### config.mk
export PLATFORM = sky130hd
export DESIGN_NAME = i2cmr_top
export DESIGN_NICKNAME = d
export VERILOG_FILES = /design/src/logic/i2cmr_pkg.sv /design/src/logic/i2cmr_top.sv
export VERILOG_INCLUDE_DIRS = /design/src /design/src/logic
export SDC_FILE = /design/constraint.sdc
export NUM_CORES = 1
export LEC_CHECK = 0
export BUFFER_PORTS_ARGS = -buffer_cell sky130_fd_sc_hd__buf_2
export CORE_MARGIN = 1.5
export CORE_UTILIZATION = 57
export CTS_BUF_LIST = sky130_fd_sc_hd__clkbuf_8
export CTS_CLUSTER_SIZE = 30
export DETAILED_ROUTE_END_ITERATION = 16
export PLACE_DENSITY = 0.79
export SKIP_CTS_REPAIR_TIMING = 1
export SLEW_MARGIN = 10
export SYNTH_ARGS = -nofsm -noshare
export SYNTH_HDL_FRONTEND = slang
export SYNTH_SLANG_ARGS = --single-unit
### constraint.sdc
create_clock -name clk -period 2.5 [get_ports clk]
set_input_delay 0.25 -clock clk [delete_from_list [all_inputs] [get_ports clk]]
set_output_delay 0.25 -clock clk [all_outputs]
set_load 0.05 [all_outputs]
### src/logic/i2cmr_defines.svh
`ifndef I2CMR_DEFINES_SVH
`define I2CMR_DEFINES_SVH
// ------------------------------------------------------------
// register offsets
// ------------------------------------------------------------
`define I2CMR_OFF_CTRL 2'h0
`define I2CMR_OFF_STAT 2'h1
`define I2CMR_OFF_BUF 2'h2
`define I2CMR_OFF_RATE 2'h3
// ------------------------------------------------------------
// control bits
// ------------------------------------------------------------
`define I2CMR_C_EN 0
`define I2CMR_C_RX 1
`define I2CMR_C_ACK 2
`define I2CMR_C_ACKV 3
`define I2CMR_C_STOP 4
`define I2CMR_C_IE 5
// ------------------------------------------------------------
// status bits
// ------------------------------------------------------------
`define I2CMR_S_FULL 0
`define I2CMR_S_OVF 1
`define I2CMR_S_WRITE_COLLISION_FLAG 2
`define I2CMR_S_EVT 3
`define I2CMR_S_ARB 4
`define I2CMR_S_STOPD 5
`define I2CMR_S_STARTD 6
// ------------------------------------------------------------
// reset values and counts
// ------------------------------------------------------------
`define I2CMR_RATE_RST 8'h04
`define I2CMR_LAST_BIT 3'h7
`endif

### src/logic/i2cmr_pkg.sv
package i2cmr_pkg;
  // ----------------------------------------------------------
  // sequencer states
  // ----------------------------------------------------------
  typedef enum logic [8:0] {
    I2CMR_IDLE = 9'h001,
    I2CMR_RX = 9'h002,
    I2CMR_ACK_LO = 9'h004,
    I2CMR_ACK_HI = 9'h008,
    I2CMR_STOP_A = 9'h010,
    I2CMR_STOP_B = 9'h020,
    I2CMR_STOP_C = 9'h040,
    I2CMR_STOP_D = 9'h080,
    I2CMR_STOP_E = 9'h100
  } i2cmr_state_t;
endpackage

### src/logic/i2cmr_top.sv
// Functional notes
// receive request ignored unless port idle
// each rollover toggles clock, every second one (clock released) shifts data in
// eighth fall ends byte, loads buffer, holds
// full flag set on load, cleared by read
// byte arriving while full sets overflow
// buffer write during receive sets collision
// acknowledge pulls clock low, drives value
// software picks acknowledge value beforehand
// acknowledge clock high one period, then idle
// buffer write during acknowledge sets collision
// stop drives data low, then counts period
// release clock, data one period later
// data rising with clock high flags stop
// period after stop, clear request, event
// buffer write during stop sets collision
// sleeping with interrupt enabled wakes on event
// reset disables port, aborts transfer
// start/stop status cleared when disabled
// master takes bus when free only; the code does not check the bus, an idle port starts any request
// stop seen while busy raises event
// data mismatch during acknowledge loses arbitration
// software handles each byte in order
// every reload takes the rate register
// arbitration loss flags and returns idle
`timescale 1ns/1ps
`default_nettype none
`include "i2cmr_defines.svh"

module i2cmr_top
  import i2cmr_pkg::*;
(
  input wire logic clk,
  input wire logic rst,
  input wire logic [1:0] addr,
  input wire logic [7:0] wdata,
  input wire logic wr,
  input wire logic rd,
  output logic [7:0] rdata,
  input wire logic scl_in,
  output logic scl_out,
  output logic scl_oe,
  input wire logic sda_in,
  output logic sda_out,
  output logic sda_oe,
  input wire logic sleep,
  output logic wake,
  output logic event_irq
);

  // ----------------------------------------------------------
  // helpers
  // ----------------------------------------------------------
  function automatic logic hit(input logic [1:0] a,
                               input logic [1:0] off);
    hit = (a == off);
  endfunction

  // ----------------------------------------------------------
  // pin synchronisers
  // ----------------------------------------------------------
  logic scl_m, scl_s, sda_m, sda_s, sda_d;

  always_ff @(posedge clk or posedge rst) begin
    if (rst) begin
      scl_m <= 1'b1;
      scl_s <= 1'b1;
      sda_m <= 1'b1;
      sda_s <= 1'b1;
      sda_d <= 1'b1;
    end else begin
      scl_m <= scl_in;
      scl_s <= scl_m;
      sda_m <= sda_in;
      sda_s <= sda_m;
      sda_d <= sda_s;
    end
  end

  wire logic stop_seen = scl_s & sda_s & ~sda_d;
  wire logic start_seen = scl_s & ~sda_s & sda_d;

  // ----------------------------------------------------------
  // state
  // ----------------------------------------------------------
  i2cmr_state_t state;
  logic [7:0] cnt, rate, shreg, buffer;
  logic [2:0] nbits;
  logic run, enable, ie, ack_value;
  logic rx_en, ack_req, stop_req;
  logic full, ovf, write_collision_flag, evt, arb, stop_det, start_det;

  wire logic roll = run & (cnt == 8'h00);
  wire logic wr_ctrl = wr & hit(addr, `I2CMR_OFF_CTRL);
  wire logic wr_stat = wr & hit(addr, `I2CMR_OFF_STAT);
  wire logic wr_buf = wr & hit(addr, `I2CMR_OFF_BUF);
  wire logic rd_buf = rd & hit(addr, `I2CMR_OFF_BUF);
  wire logic busy = (state != I2CMR_IDLE);
  wire logic byte_done = (state == I2CMR_RX) & roll & ~scl_oe &
                         (nbits == `I2CMR_LAST_BIT);
  wire logic ack_done = (state == I2CMR_ACK_HI) & roll;
  wire logic stop_done = (state == I2CMR_STOP_E) & roll;
  wire logic arb_lost = (state == I2CMR_ACK_HI) & scl_s &
                        ~sda_oe & ~sda_s;
  wire logic [7:0] next_shreg = {shreg[6:0], sda_s};

  // ----------------------------------------------------------
  // sequencer, rate counter and pin drive
  // ----------------------------------------------------------
  always_ff @(posedge clk or posedge rst) begin
    if (rst) begin
      state <= I2CMR_IDLE;
      cnt <= 8'h00;
      run <= 1'b0;
      scl_oe <= 1'b0;
      sda_oe <= 1'b0;
      rx_en <= 1'b0;
      ack_req <= 1'b0;
      stop_req <= 1'b0;
      shreg <= 8'h00;
      nbits <= 3'h0;
    end else if (!enable) begin
      state <= I2CMR_IDLE;
      run <= 1'b0;
      scl_oe <= 1'b0;
      sda_oe <= 1'b0;
      rx_en <= 1'b0;
      ack_req <= 1'b0;
      stop_req <= 1'b0;
    end else begin
      if (roll) begin
        cnt <= rate;
      end else if (run) begin
        cnt <= cnt - 8'h01;
      end
      case (state)
        I2CMR_IDLE: begin
          if (wr_ctrl) begin
            if (wdata[`I2CMR_C_STOP]) begin
              stop_req <= 1'b1;
              sda_oe <= 1'b1;
              state <= I2CMR_STOP_A;
            end else if (wdata[`I2CMR_C_ACK]) begin
              ack_req <= 1'b1;
              scl_oe <= 1'b1;
              sda_oe <= ~wdata[`I2CMR_C_ACKV];
              run <= 1'b1;
              cnt <= rate;
              state <= I2CMR_ACK_LO;
            end else if (wdata[`I2CMR_C_RX]) begin
              rx_en <= 1'b1;
              scl_oe <= 1'b1;
              sda_oe <= 1'b0;
              run <= 1'b1;
              cnt <= rate;
              nbits <= 3'h0;
              state <= I2CMR_RX;
            end
          end
        end
        I2CMR_RX: begin
          if (roll) begin
            scl_oe <= ~scl_oe;
            if (scl_oe == 1'b0) begin
              shreg <= next_shreg;
              nbits <= nbits + 3'h1;
              if (nbits == `I2CMR_LAST_BIT) begin
                rx_en <= 1'b0;
                run <= 1'b0;
                scl_oe <= 1'b1;
                state <= I2CMR_IDLE;
              end
            end
          end
        end
        I2CMR_ACK_LO: begin
          if (roll) begin
            scl_oe <= 1'b0;
            run <= 1'b0;
            state <= I2CMR_ACK_HI;
          end
        end
        I2CMR_ACK_HI: begin
          if (arb_lost) begin
            scl_oe <= 1'b0;
            sda_oe <= 1'b0;
            run <= 1'b0;
            ack_req <= 1'b0;
            state <= I2CMR_IDLE;
          end else if (!run && scl_s) begin
            run <= 1'b1;
            cnt <= rate;
          end else if (roll) begin
            scl_oe <= 1'b1;
            run <= 1'b0;
            ack_req <= 1'b0;
            state <= I2CMR_IDLE;
          end
        end
        I2CMR_STOP_A: begin
          if (!sda_s) begin
            run <= 1'b1;
            cnt <= rate;
            state <= I2CMR_STOP_B;
          end
        end
        I2CMR_STOP_B: begin
          if (roll) begin
            scl_oe <= 1'b0;
            state <= I2CMR_STOP_C;
          end
        end
        I2CMR_STOP_C: begin
          if (roll) begin
            sda_oe <= 1'b0;
            run <= 1'b0;
            state <= I2CMR_STOP_D;
          end
        end
        I2CMR_STOP_D: begin
          if (stop_seen) begin
            run <= 1'b1;
            cnt <= rate;
            state <= I2CMR_STOP_E;
          end
        end
        I2CMR_STOP_E: begin
          if (roll) begin
            stop_req <= 1'b0;
            run <= 1'b0;
            state <= I2CMR_IDLE;
          end
        end
        default: begin
          state <= I2CMR_IDLE;
        end
      endcase
    end
  end

  // ----------------------------------------------------------
  // software settings
  // ----------------------------------------------------------
  always_ff @(posedge clk or posedge rst) begin
    if (rst) begin
      enable <= 1'b0;
      ie <= 1'b0;
      ack_value <= 1'b0;
      rate <= `I2CMR_RATE_RST;
    end else begin
      if (wr_ctrl) begin
        enable <= wdata[`I2CMR_C_EN];
        ie <= wdata[`I2CMR_C_IE];
        ack_value <= wdata[`I2CMR_C_ACKV];
      end
      if (wr & hit(addr, `I2CMR_OFF_RATE)) begin
        rate <= wdata;
      end
    end
  end

  // ----------------------------------------------------------
  // buffer and flags, set wins over clear
  // ----------------------------------------------------------
  always_ff @(posedge clk or posedge rst) begin
    if (rst) begin
      buffer <= 8'h00;
      full <= 1'b0;
      ovf <= 1'b0;
      write_collision_flag <= 1'b0;
      evt <= 1'b0;
      arb <= 1'b0;
    end else begin
      if (byte_done) begin
        buffer <= next_shreg;
      end else if (wr_buf && !busy) begin
        buffer <= wdata;
      end
      if (byte_done) begin
        full <= 1'b1;
      end else if (rd_buf) begin
        full <= 1'b0;
      end
      if (byte_done && full) begin
        ovf <= 1'b1;
      end else if (wr_stat && wdata[`I2CMR_S_OVF]) begin
        ovf <= 1'b0;
      end
      if (wr_buf && busy) begin
        write_collision_flag <= 1'b1;
      end else if (wr_stat && wdata[`I2CMR_S_WRITE_COLLISION_FLAG]) begin
        write_collision_flag <= 1'b0;
      end
      if (byte_done || ack_done || stop_done ||
          (stop_seen && start_det)) begin
        evt <= 1'b1;
      end else if (wr_stat && wdata[`I2CMR_S_EVT]) begin
        evt <= 1'b0;
      end
      if (arb_lost) begin
        arb <= 1'b1;
      end else if (wr_stat && wdata[`I2CMR_S_ARB]) begin
        arb <= 1'b0;
      end
    end
  end

  // ----------------------------------------------------------
  // bus condition monitor
  // ----------------------------------------------------------
  always_ff @(posedge clk or posedge rst) begin
    if (rst) begin
      stop_det <= 1'b0;
      start_det <= 1'b0;
    end else if (!enable) begin
      stop_det <= 1'b0;
      start_det <= 1'b0;
    end else if (stop_seen) begin
      stop_det <= 1'b1;
      start_det <= 1'b0;
    end else if (start_seen) begin
      start_det <= 1'b1;
      stop_det <= 1'b0;
    end
  end

  // ----------------------------------------------------------
  // read port and outputs
  // ----------------------------------------------------------
  always_ff @(posedge clk or posedge rst) begin
    if (rst) begin
      rdata <= 8'h00;
    end else if (rd) begin
      case (addr)
        `I2CMR_OFF_CTRL: rdata <= {2'h0, ie, stop_req,
                                   ack_value, ack_req, rx_en, enable};
        `I2CMR_OFF_STAT: rdata <= {1'b0, start_det, stop_det, arb,
                                   evt, write_collision_flag, ovf, full};
        `I2CMR_OFF_BUF: rdata <= buffer;
        default: rdata <= rate;
      endcase
    end else begin
      rdata <= 8'h00;
    end
  end

  always_ff @(posedge clk or posedge rst) begin
    if (rst) begin
      scl_out <= 1'b0;
      sda_out <= 1'b0;
      wake <= 1'b0;
      event_irq <= 1'b0;
    end else begin
      scl_out <= 1'b0;
      sda_out <= 1'b0;
      wake <= sleep & ie & evt;
      event_irq <= ie & evt;
    end
  end

  // ----------------------------------------------------------
  // checks
  // ----------------------------------------------------------
  property p_rx_ignored;
    @(posedge clk) disable iff (rst)
    busy && wr_ctrl && wdata[`I2CMR_C_RX] && !rx_en |=> !rx_en;
  endproperty
  a_rx_ignored: assert property (p_rx_ignored)
    else $error("receive request taken while busy");

  property p_byte_end;
    @(posedge clk) disable iff (rst)
    byte_done |=> full && evt && !rx_en && !run && scl_oe &&
                  (buffer == $past(next_shreg));
  endproperty
  a_byte_end: assert property (p_byte_end)
    else $error("byte completion effects missing");

  property p_full_clear;
    @(posedge clk) disable iff (rst)
    rd_buf && !byte_done |=> !full;
  endproperty
  a_full_clear: assert property (p_full_clear)
    else $error("buffer read did not clear full");

  property p_overflow;
    @(posedge clk) disable iff (rst)
    byte_done && full |=> ovf;
  endproperty
  a_overflow: assert property (p_overflow)
    else $error("overflow not flagged");

  property p_collision;
    @(posedge clk) disable iff (rst)
    wr_buf && busy && !byte_done |=> write_collision_flag && $stable(buffer);
  endproperty
  a_collision: assert property (p_collision)
    else $error("busy buffer write not refused");

  property p_ack_start;
    @(posedge clk) disable iff (rst)
    !busy && enable && wr_ctrl && wdata[`I2CMR_C_ACK] &&
    !wdata[`I2CMR_C_STOP] |=> scl_oe && (sda_oe == !ack_value);
  endproperty
  a_ack_start: assert property (p_ack_start)
    else $error("acknowledge drive wrong");

  property p_stop_drive;
    @(posedge clk) disable iff (rst)
    (state == I2CMR_STOP_C) && roll |=> !sda_oe && !scl_oe;
  endproperty
  a_stop_drive: assert property (p_stop_drive)
    else $error("stop release order wrong");

  property p_stop_seen;
    @(posedge clk) disable iff (rst)
    enable && stop_seen |=> stop_det;
  endproperty
  a_stop_seen: assert property (p_stop_seen)
    else $error("stop not detected");

  property p_disabled;
    @(posedge clk) disable iff (rst)
    !enable |=> !stop_det && !start_det && !busy;
  endproperty
  a_disabled: assert property (p_disabled)
    else $error("status kept while disabled");

  property p_arb;
    @(posedge clk) disable iff (rst)
    arb_lost |=> arb && !busy && !scl_oe && !sda_oe;
  endproperty
  a_arb: assert property (p_arb)
    else $error("arbitration loss not handled");

endmodule
`default_nettype wire

=== After elaboration in Yosys (flattened, before gate mapping) ===
Cells that the tools add are included.

* Multiplexer cells: 101
* Reductions and logical operators: 34
* Equal/unequal tests: 48
* Add/sub/neg operators: 2
* Bitwise gates (word level): 26

{| class="wikitable"
|+ Operators with widths
! operator !! number
|-
| $mux 9 || 16
|-
| $mux 8 || 13
|-
| $pmux 9 s9 || 1
|-
| $mux 1 || 56
|-
| $ne 3x3->1 const B || 16
|-
| $pmux 8 s4 || 1
|-
| $pmux 8 s3 || 1
|-
| $reduce_and 8->1 || 3
|-
| $and 1x1->1 || 21
|-
| $mux 3 || 6
|-
| $reduce_bool 2->1 || 7
|-
| $ne 2x2->1 const B || 6
|-
| $ne 4x4->1 const B || 3
|-
| $reduce_and 11->1 || 1
|-
| $eq 9x1->1 const B || 1
|-
| $eq 9x2->1 const B || 1
|-
| $eq 9x3->1 const B || 1
|-
| $eq 9x4->1 const B || 1
|-
| $eq 9x5->1 const B || 1
|-
| $eq 9x6->1 const B || 1
|-
| $eq 9x7->1 const B || 1
|-
| $eq 9x8->1 const B || 1
|-
| $eq 9x9->1 const B || 1
|-
| $logic_and 1x1->1 || 9
|-
| other kinds (28) || 42
|}

* Input bits: 17
* Bits in registers: 74

=== Depth between registers and ports, before layout ===
Gate-level depths: netlist (run 1).

* Depth after elaboration: 9
* Gate-level depth with buffers: 10

=== Worst setup path after synthesis (run 1) ===
Ideal clock, no wire load.

* Path kind: register to register
* Start: register cnt[0]
* End: register shreg[0]
* Path buffers: 3
* Clock period less this slack: 2.493 ns
* Path slack: 0.007 ns
* Cell stages (with the launch flop): 10
* Required time: 2.375 ns
* Arrival: 2.368 ns
* Library setup time: 0.125 ns
* Cells stage by stage: dfrtp_1 inv_1 ha_1 or3b_2 clkbuf_1 or3_1 buf_2 nor3_1 buf_2 mux2_2

* Longest elaborated chain between the ends: 3

{| class="wikitable"
|+ RTL lines
! item !! line !! source
|-
| start: declaration || i2cmr_top.sv:87 || <nowiki>logic [7:0] cnt, rate, shreg, buffer;</nowiki>
|-
| start signal: assignment || i2cmr_top.sv:132 || <nowiki>cnt <= rate;</nowiki>
|-
| start signal: assignment || i2cmr_top.sv:134 || <nowiki>cnt <= cnt - 8'h01;</nowiki>
|-
| start signal: assignment || i2cmr_top.sv:148 || <nowiki>cnt <= rate;</nowiki>
|-
| $logic_not 8->1 || i2cmr_top.sv:93 || <nowiki>wire logic roll = run & (cnt == 8'h00);</nowiki>
|-
| $and 1x1->1 || i2cmr_top.sv:93 ||
|-
| $reduce_and 4->1 (no line) || -- ||
|-
| end signal: assignment || i2cmr_top.sv:165 || <nowiki>shreg <= next_shreg;</nowiki>
|-
| end: declaration || i2cmr_top.sv:87 ||
|}

No other way between the ends.
A chain may end at the register's enable or synchronous reset.

=== Worst setup path in the final report (run 1) ===
* Start: register state[4]
* End: register state[5]

* Longest elaborated chain between the ends: 7
* Elaborated cells between the ends (all ways): 27
* Those cells by class: 20 x eq/ne; 3 x mux; 3 x bitwise; 1 x reduce/logical

{| class="wikitable"
|+ RTL lines
! item !! line !! source
|-
| start: declaration || i2cmr_top.sv:86 || <nowiki>i2cmr_state_t state;</nowiki>
|-
| start signal: assignment || i2cmr_top.sv:112 || <nowiki>state <= I2CMR_IDLE;</nowiki>
|-
| start signal: assignment || i2cmr_top.sv:123 || <nowiki>state <= I2CMR_IDLE;</nowiki>
|-
| start signal: assignment || i2cmr_top.sv:142 || <nowiki>state <= I2CMR_STOP_A;</nowiki>
|-
| $eq 9x4->1 || i2cmr_top.sv:103, i2cmr_top.sv:136 ||
|-
| $and 1x1->1 (2 in a row) || i2cmr_top.sv:103 || <nowiki>wire logic arb_lost = (state == I2CMR_ACK_HI) & scl_s &</nowiki>
|-
| $and 1x1->1 || i2cmr_top.sv:104 || <nowiki>~sda_oe & ~sda_s;</nowiki>
|-
| $mux 9 || i2cmr_top.sv:184 || <nowiki>if (arb_lost) begin</nowiki>
|-
| $pmux 9 s9 || i2cmr_top.sv:136 || <nowiki>case (state)</nowiki>
|-
| $mux 9 || i2cmr_top.sv:122 || <nowiki>end else if (!enable) begin</nowiki>
|}

Several ways; a longest one is shown, not always the timed one.

==> results.py, run 1 <==
metrics = {
    "sta": {
        "slew_headroom_pct": 55.4,
        "finClkSkew_ns": 0.00674,
        "timing.final.ws_setup_ns": 0.0918,
        "min_period_ns": 2.41,
        "setup_tns_ns": 0,
        "min_period_over_period_pct": 96.3,
        "setup_viol": 0,
        "rsz0062_at_grt": "no",
        "hold_viol": 0,
        "finalMaxSlewViolations": 0,
        "clock.fmax_mhz": 415,
        "worst_slew_pin_slew_ns": 0.662,
    },
    "cts": {
        "clkTransAtPathRegs_ns": 0.08,
        "cts-root-buf": "clkbuf_8",
        "clk_latency_ns": 0.36,
        "cts_buffers": 9,
        "clockBufferDepth": 2,
        "htree_levels": 3,
        "cts_sinks": 74,
        "cts_tree": "yes",
    },
    "routing": {
        "wl_met3_um": 1050,
        "drc": 0,
        "viasPerCell": 6.45,
        "dr_wl_met2_um": 5690,
        "num_vias": 3836,
        "m1WireLength_um": 4820,
        "drt_iter0_markers": 347,
        "ant_nets": 0,
        "dr.pass1.iters": 5,
        "routed_wl_um": 11900,
        "dr.max_layer_used": "met4",
        "wl_per_cell_um": 20.1,
    },
    "worst_setup_path": {
        "critPathKind": "reg2reg",
        "end_kind": "register",
        "crit_required_ns": 2.75,
        "slowest_delay_ns": 0.51,
        "cp_max_fo": 9,
        "crit_path_start": "state[4]",
        "crit_path_top_delay_cell": "or4_1",
        "arrival_ns": 2.66,
        "start_kind": "register",
        "path_buf_inv": 2,
        "crit_family": "simple AND/OR/NAND/NOR gates",
        "r2r_start": "state[4]",
        "crit_path_cell_trace": "or4_1 -> buf_4 -> nor4_4 -> buf_12 -> nand3_1 -> o211a_1 -> nand2_2 -> mux2_2",
    },
    "grt": {
        "antenna_found_initial": 0,
        "track_usage_pct": 31.5,
        "grt_first_pass_wirelength_um": 18600,
        "grt_pass1_vias": 3624,
        "grt_max_degree": 59,
        "grt_overflow": 0,
    },
    "run_status": {
        "status": "finished, final reports clean",
    },
    "pwr": {
        "power_leakage_nw": 2.26,
        "power_mw": 4.19,
        "p_int_mw": 2.60,
        "ir_drop_v": 0.000557,
        "powerDensity_mw_per_mm2": 842,
        "swShare_pct": 37.9,
        "p_comb_share_pct": 34.8,
        "p_switching_mw": 1.59,
        "p_clk_share_pct": 25.4,
        "p_seq_share_pct": 39.9,
    },
    "synth": {
        "yosysSeqAreaShare_pct": 43.8,
        "yosys_most_used_dff": "dfrtp_1",
        "synth_area_mm2": 0.00425,
        "yosysWarnings": 0,
        "syn_avg_cell_area_um2": 9.65,
        "synth_cell_types": 67,
        "synth-edff-count": 0,
        "netlist_instances": 440,
        "async_flop_share_pct": 100,
        "ys_ff_latch": 74,
    },
    "placement": {
        "finalWeightedCongestion": 1.01,
        "dpl_worst_slack_ns": -0.0170,
        "hpwl_um": 8620,
        "portBuffers": 28,
    },
    "final_layout": {
        "most-common-layout-cells": "dfrtp_1, nand2_1, buf_4",
        "insertedDiodeCount": 0,
        "final_common_cell": "dfrtp_1",
        "layout-drive-gt1-share_pct": 27.6,
        "syn_to_final_growth_pct": 17.1,
        "fill_cells": 558,
        "final_util_pct": 68.9,
        "final_nets": 512,
    },
    "floorplan": {
        "fp.dieH_um": 89.3,
        "start_util_pct": 58.9,
        "die_w_um": 89.3,
        "dieArea_mm2": 0.00798,
        "core_area_mm2": 0.00721,
        "ios": 31,
        "rows": 31,
    },
    "job": {
        "drv_cap": 0,
    },
    "min_path": {
        "hp-class": "in2reg",
        "hold_start": "wdata[6]",
    },
}
## cell type report
cell class | count | area [µm²] | share of cell area, %
tap | 99 | 124 | 2.49
clock inverter | 7 | 100 | 2.01
sequential | 74 | 1860 | 37.4
timing repair buffer | 70 | 489 | 9.84
multi-input combinational | 324 | 2230 | 44.9
inverter | 12 | 45.0 | 0.906
clock buffer | 9 | 124 | 2.49
## cell families after synthesis
logic type	after synthesis	share of synthesized area [%]
compound gates	102	16.3
xor+xnor	6	1.24
fa+ha+maj	4	1.18
buf+inv	43	4.39
flops	74	43.8
mux	35	10.7
other cells	1	0.0883
simple gates	175	22.3
## sequential cells by signal, indices dropped and copies added, names as in the netlist, 3 cells and up
name,flops
rdata,8
cnt,8
state,9
rate,8
buffer,8
shreg,7
nbits,3
## per-layer routing
metal	up-vias	GRT usage (%)
met2	209	49.9
met3	42	8.22
met1	1873	41.3
met4	0	13.1
li1	1712	-
met5	-	0
## power by group through the flow
stage | clock, mW | sequential [mW] | combinational [mW]
CTS | 1.07 | 1.66 | 1.43
detailed placement | 0 | 1.67 | 1.41
finish | 1.06 | 1.67 | 1.46
floorplan | 0 | 1.68 | 0.923
global route | 1.11 | 1.70 | 1.58
global placement | 0 | 1.66 | 1.38
## Yosys cell counts, types with 3 or more instances
cell      number  share of area, %
nor4_1         3              0.44
nand2b_1       7               1.0
and2_1         8               1.2
and3_1         3              0.44
nand2_1       53               4.7
clkbuf_1      21               1.9
mux2i_1        6               1.4
o21a_1         4              0.71
a21oi_1       15               1.8
mux4_2         6               3.2
a31oi_1        5              0.74
o22ai_1        7               1.0
or3b_2         3              0.62
inv_1         12               1.1
dfstp_2        7               4.3
ha_1           4               1.2
nor2_1        31               2.7
or3_1          6              0.88
o21ai_0       21               2.5
a22o_1         5               1.0
buf_4          3              0.53
buf_2          5              0.59
a211oi_1       4              0.71
dfrtp_1       67                39
nor3_1        16               1.9
nor4b_1        6               1.2
nand3_1       10               1.2
a22oi_1       14               2.5
xnor2_1        4              0.82
nand4_1        3              0.44
mux2_2        23               6.1
nor2b_1        6              0.88
## worst reg2reg max path, stage by stage (launching register included)
cell and delay [ns]:
dfrtp_1 0.38, or4_1 0.51, buf_4 0.19, nor4_4 0.26, buf_12 0.17, nand3_1 0.11
o211a_1 0.20, nand2_2 0.13, mux2_2 0.35
## worst paths after layout
kind	cells past startpoint	slack, ns	endpoint
max in group asynchronous	4	1.42	scl_m
hold reg to reg	0	0.36	scl_s
setup reg to reg	8	0.09	state[5]
hold / removal	3	0.13	buffer[6]
setup / recovery	8	0.09	state[5]
min in group asynchronous	3	0.41	rdata[2]
## through the flow
stage | hold WS [ns] | area, µm² | cells
after floorplan | 0.254 | 4250 | 441
after CTS | -0.143 | 4910 | 591
after detailed placement | 0.250 | 4680 | 575
after global routing | 0.131 | 4970 | 595
final | 0.126 | 4970 | 595
after global placement | 0.250 | 4680 | 575
Note: power is estimated with default switching activity, not from simulation.
==> run 2: changes to the inputs <==
- PLACE_DENSITY: 0.79 -> 0.8
==> results.py, run 2 (synthesized netlist as in run 1, its figures left out) <==
metrics = {
    "routing": {
        "num_vias": 3891,
        "viasPerCell": 6.45,
        "routed_wl_um": 12000,
        "drt_iter0_markers": 478,
        "dr.pass1.iters": 6,
        "ant_nets": 0,
        "drc": 0,
        "wl_per_cell_um": 19.9,
    },
    "sta": {
        "whs_ns": -0.0335,
        "clock.fmax_mhz": 406,
        "min_period_ns": 2.47,
        "min_period_over_period_pct": 98.6,
        "slew_headroom_pct": 61.7,
        "hold_viol": 59,
        "timing.final.ws_setup_ns": 0.0347,
        "worst_slew_pin_slew_ns": 0.569,
        "finClkSkew_ns": 0.00796,
        "rsz0062_at_grt": "yes",
        "setup_viol": 0,
        "finalMaxSlewViolations": 0,
    },
    "grt": {
        "grt_max_degree": 75,
        "track_usage_pct": 31.0,
        "antenna_found_initial": 0,
        "grt_first_pass_wirelength_um": 18500,
        "grt_overflow": 0,
        "grt_pass1_vias": 3640,
    },
    "pwr": {
        "p_clk_share_pct": 22.3,
        "p_switching_mw": 1.63,
        "p_seq_share_pct": 41.7,
        "power_mw": 4.05,
        "power_leakage_nw": 2.29,
        "p_comb_share_pct": 36.0,
        "swShare_pct": 40.3,
        "powerDensity_mw_per_mm2": 810,
        "p_int_mw": 2.42,
        "ir_drop_v": 0.000466,
    },
    "final_layout": {
        "finalNonFillerCells": 603,
        "final_util_pct": 69.3,
        "layout-drive-gt1-share_pct": 29.6,
        "final_nets": 520,
        "insertedDiodeCount": 0,
        "final_common_cell": "dfrtp_1",
        "largest_reg_flops": 9,
        "final-seq-area_mm2": 0.00186,
        "regMostFlops": "state",
        "syn_to_final_growth_pct": 17.6,
        "multi_input_area_mm2": 0.00224,
        "most-common-layout-cells": "dfrtp_1, nand2_1, buf_4",
        "fill_cells": 533,
    },
    "worst_setup_path": {
        "cp_max_fo": 9,
        "critPathKind": "reg2reg",
        "end_kind": "register",
        "arrival_ns": 2.70,
        "crit_required_ns": 2.74,
        "start_kind": "register",
    },
    "placement": {
        "placed_cells": 583,
        "hpwl_um": 8380,
        "finalWeightedCongestion": 0.975,
        "dpl_worst_slack_ns": -0.0483,
        "portBuffers": 28,
    },
    "floorplan": {
        "ios": 31,
        "dieArea_mm2": 0.00798,
        "start_util_pct": 58.9,
        "rows": 31,
        "core_area_mm2": 0.00721,
        "fp.dieH_um": 89.3,
        "die_w_um": 89.3,
    },
    "cts": {
        "cts_buffers": 9,
        "clk_latency_ns": 0.35,
        "cts_tree": "yes",
        "cts-root-buf": "clkbuf_8",
        "htree_levels": 3,
        "clockBufferDepth": 2,
        "clkTransAtPathRegs_ns": 0.08,
        "cts_sinks": 74,
    },
    "run_status": {
        "violations": "hold timing",
        "status": "finished with violations",
    },
    "job": {
        "drv_cap": 0,
    },
    "min_path": {
        "hp-class": "in2async",
    },
}
## run 2: changes by cell type in the layout (fill, tap and decap cells not counted), moves of 2 or more
cell / previous run / this run
o21ai_1: 1 / 3
inv_8: 0 / 2
buf_4: 35 / 47
o21ai_0: 21 / 19
bufinv_16: 2 / 0
## run 2: cell type report
cell class | count | area share, %
Sequential cell | 74 | 37.2
Tap cell | 99 | 2.48
Inverter | 12 | 0.902
Clock inverter | 7 | 1.33
Multi-Input combinational cell | 324 | 44.9
Timing Repair Buffer | 78 | 10.7
Clock buffer | 9 | 2.48
## run 2: worst paths after layout
path	startpoint	end	slack (ns)	cells past startpoint
setup / recovery	cnt[0]	nbits[0]	0.03	8
hold / removal	rst	rdata[2]	-0.03	3
setup reg to reg	cnt[0]	nbits[0]	0.03	8
hold reg to reg	scl_m	scl_s	0.36	0
max in group asynchronous	rst	scl_m	2.19	3
min in group clk	wdata[7]	buffer[7]	0.14	3
## run 2: per-layer routing
| layer | GRT usage (%) | wire, µm | vias up |
|---|---|---|---|
| li1 | - | - | 1738 |
| met3 | 6.93 | 999 | 41 |
| met2 | 49.8 | 5750 | 240 |
| met4 | 9.09 | 309 | 0 |
| met5 | 0 | 0 | - |
| met1 | 42.3 | 4970 | 1872 |
## run 2: power groups by stage
stage	clock, mW	combinational, mW	sequential, mW
2_1_floorplan	0	0.923	1.68
3_3_place_gp	0	1.36	1.68
3_5_place_dp	0	1.39	1.69
4_1_cts	0.912	1.40	1.67
5_1_grt	0.952	1.58	1.70
6_report	0.903	1.46	1.69
## run 2: through the flow
step                cell area [µm²]  setup TNS [ns]
global route                   5000         -0.0514
CTS                            4920          -0.188
floorplan                      4250               0
detailed placement             4730         -0.0483
global placement               4730         -0.0103
finish                         5000               0
## run 2: critical path, stage by stage, from the launching register on
cell	delay (ns)
dfrtp_1	0.42
inv_2	0.10
ha_1	0.16
or3b_2	0.47
or3_4	0.41
nor3_1	0.16
buf_4	0.21
o21ai_1	0.12
mux2_2	0.30
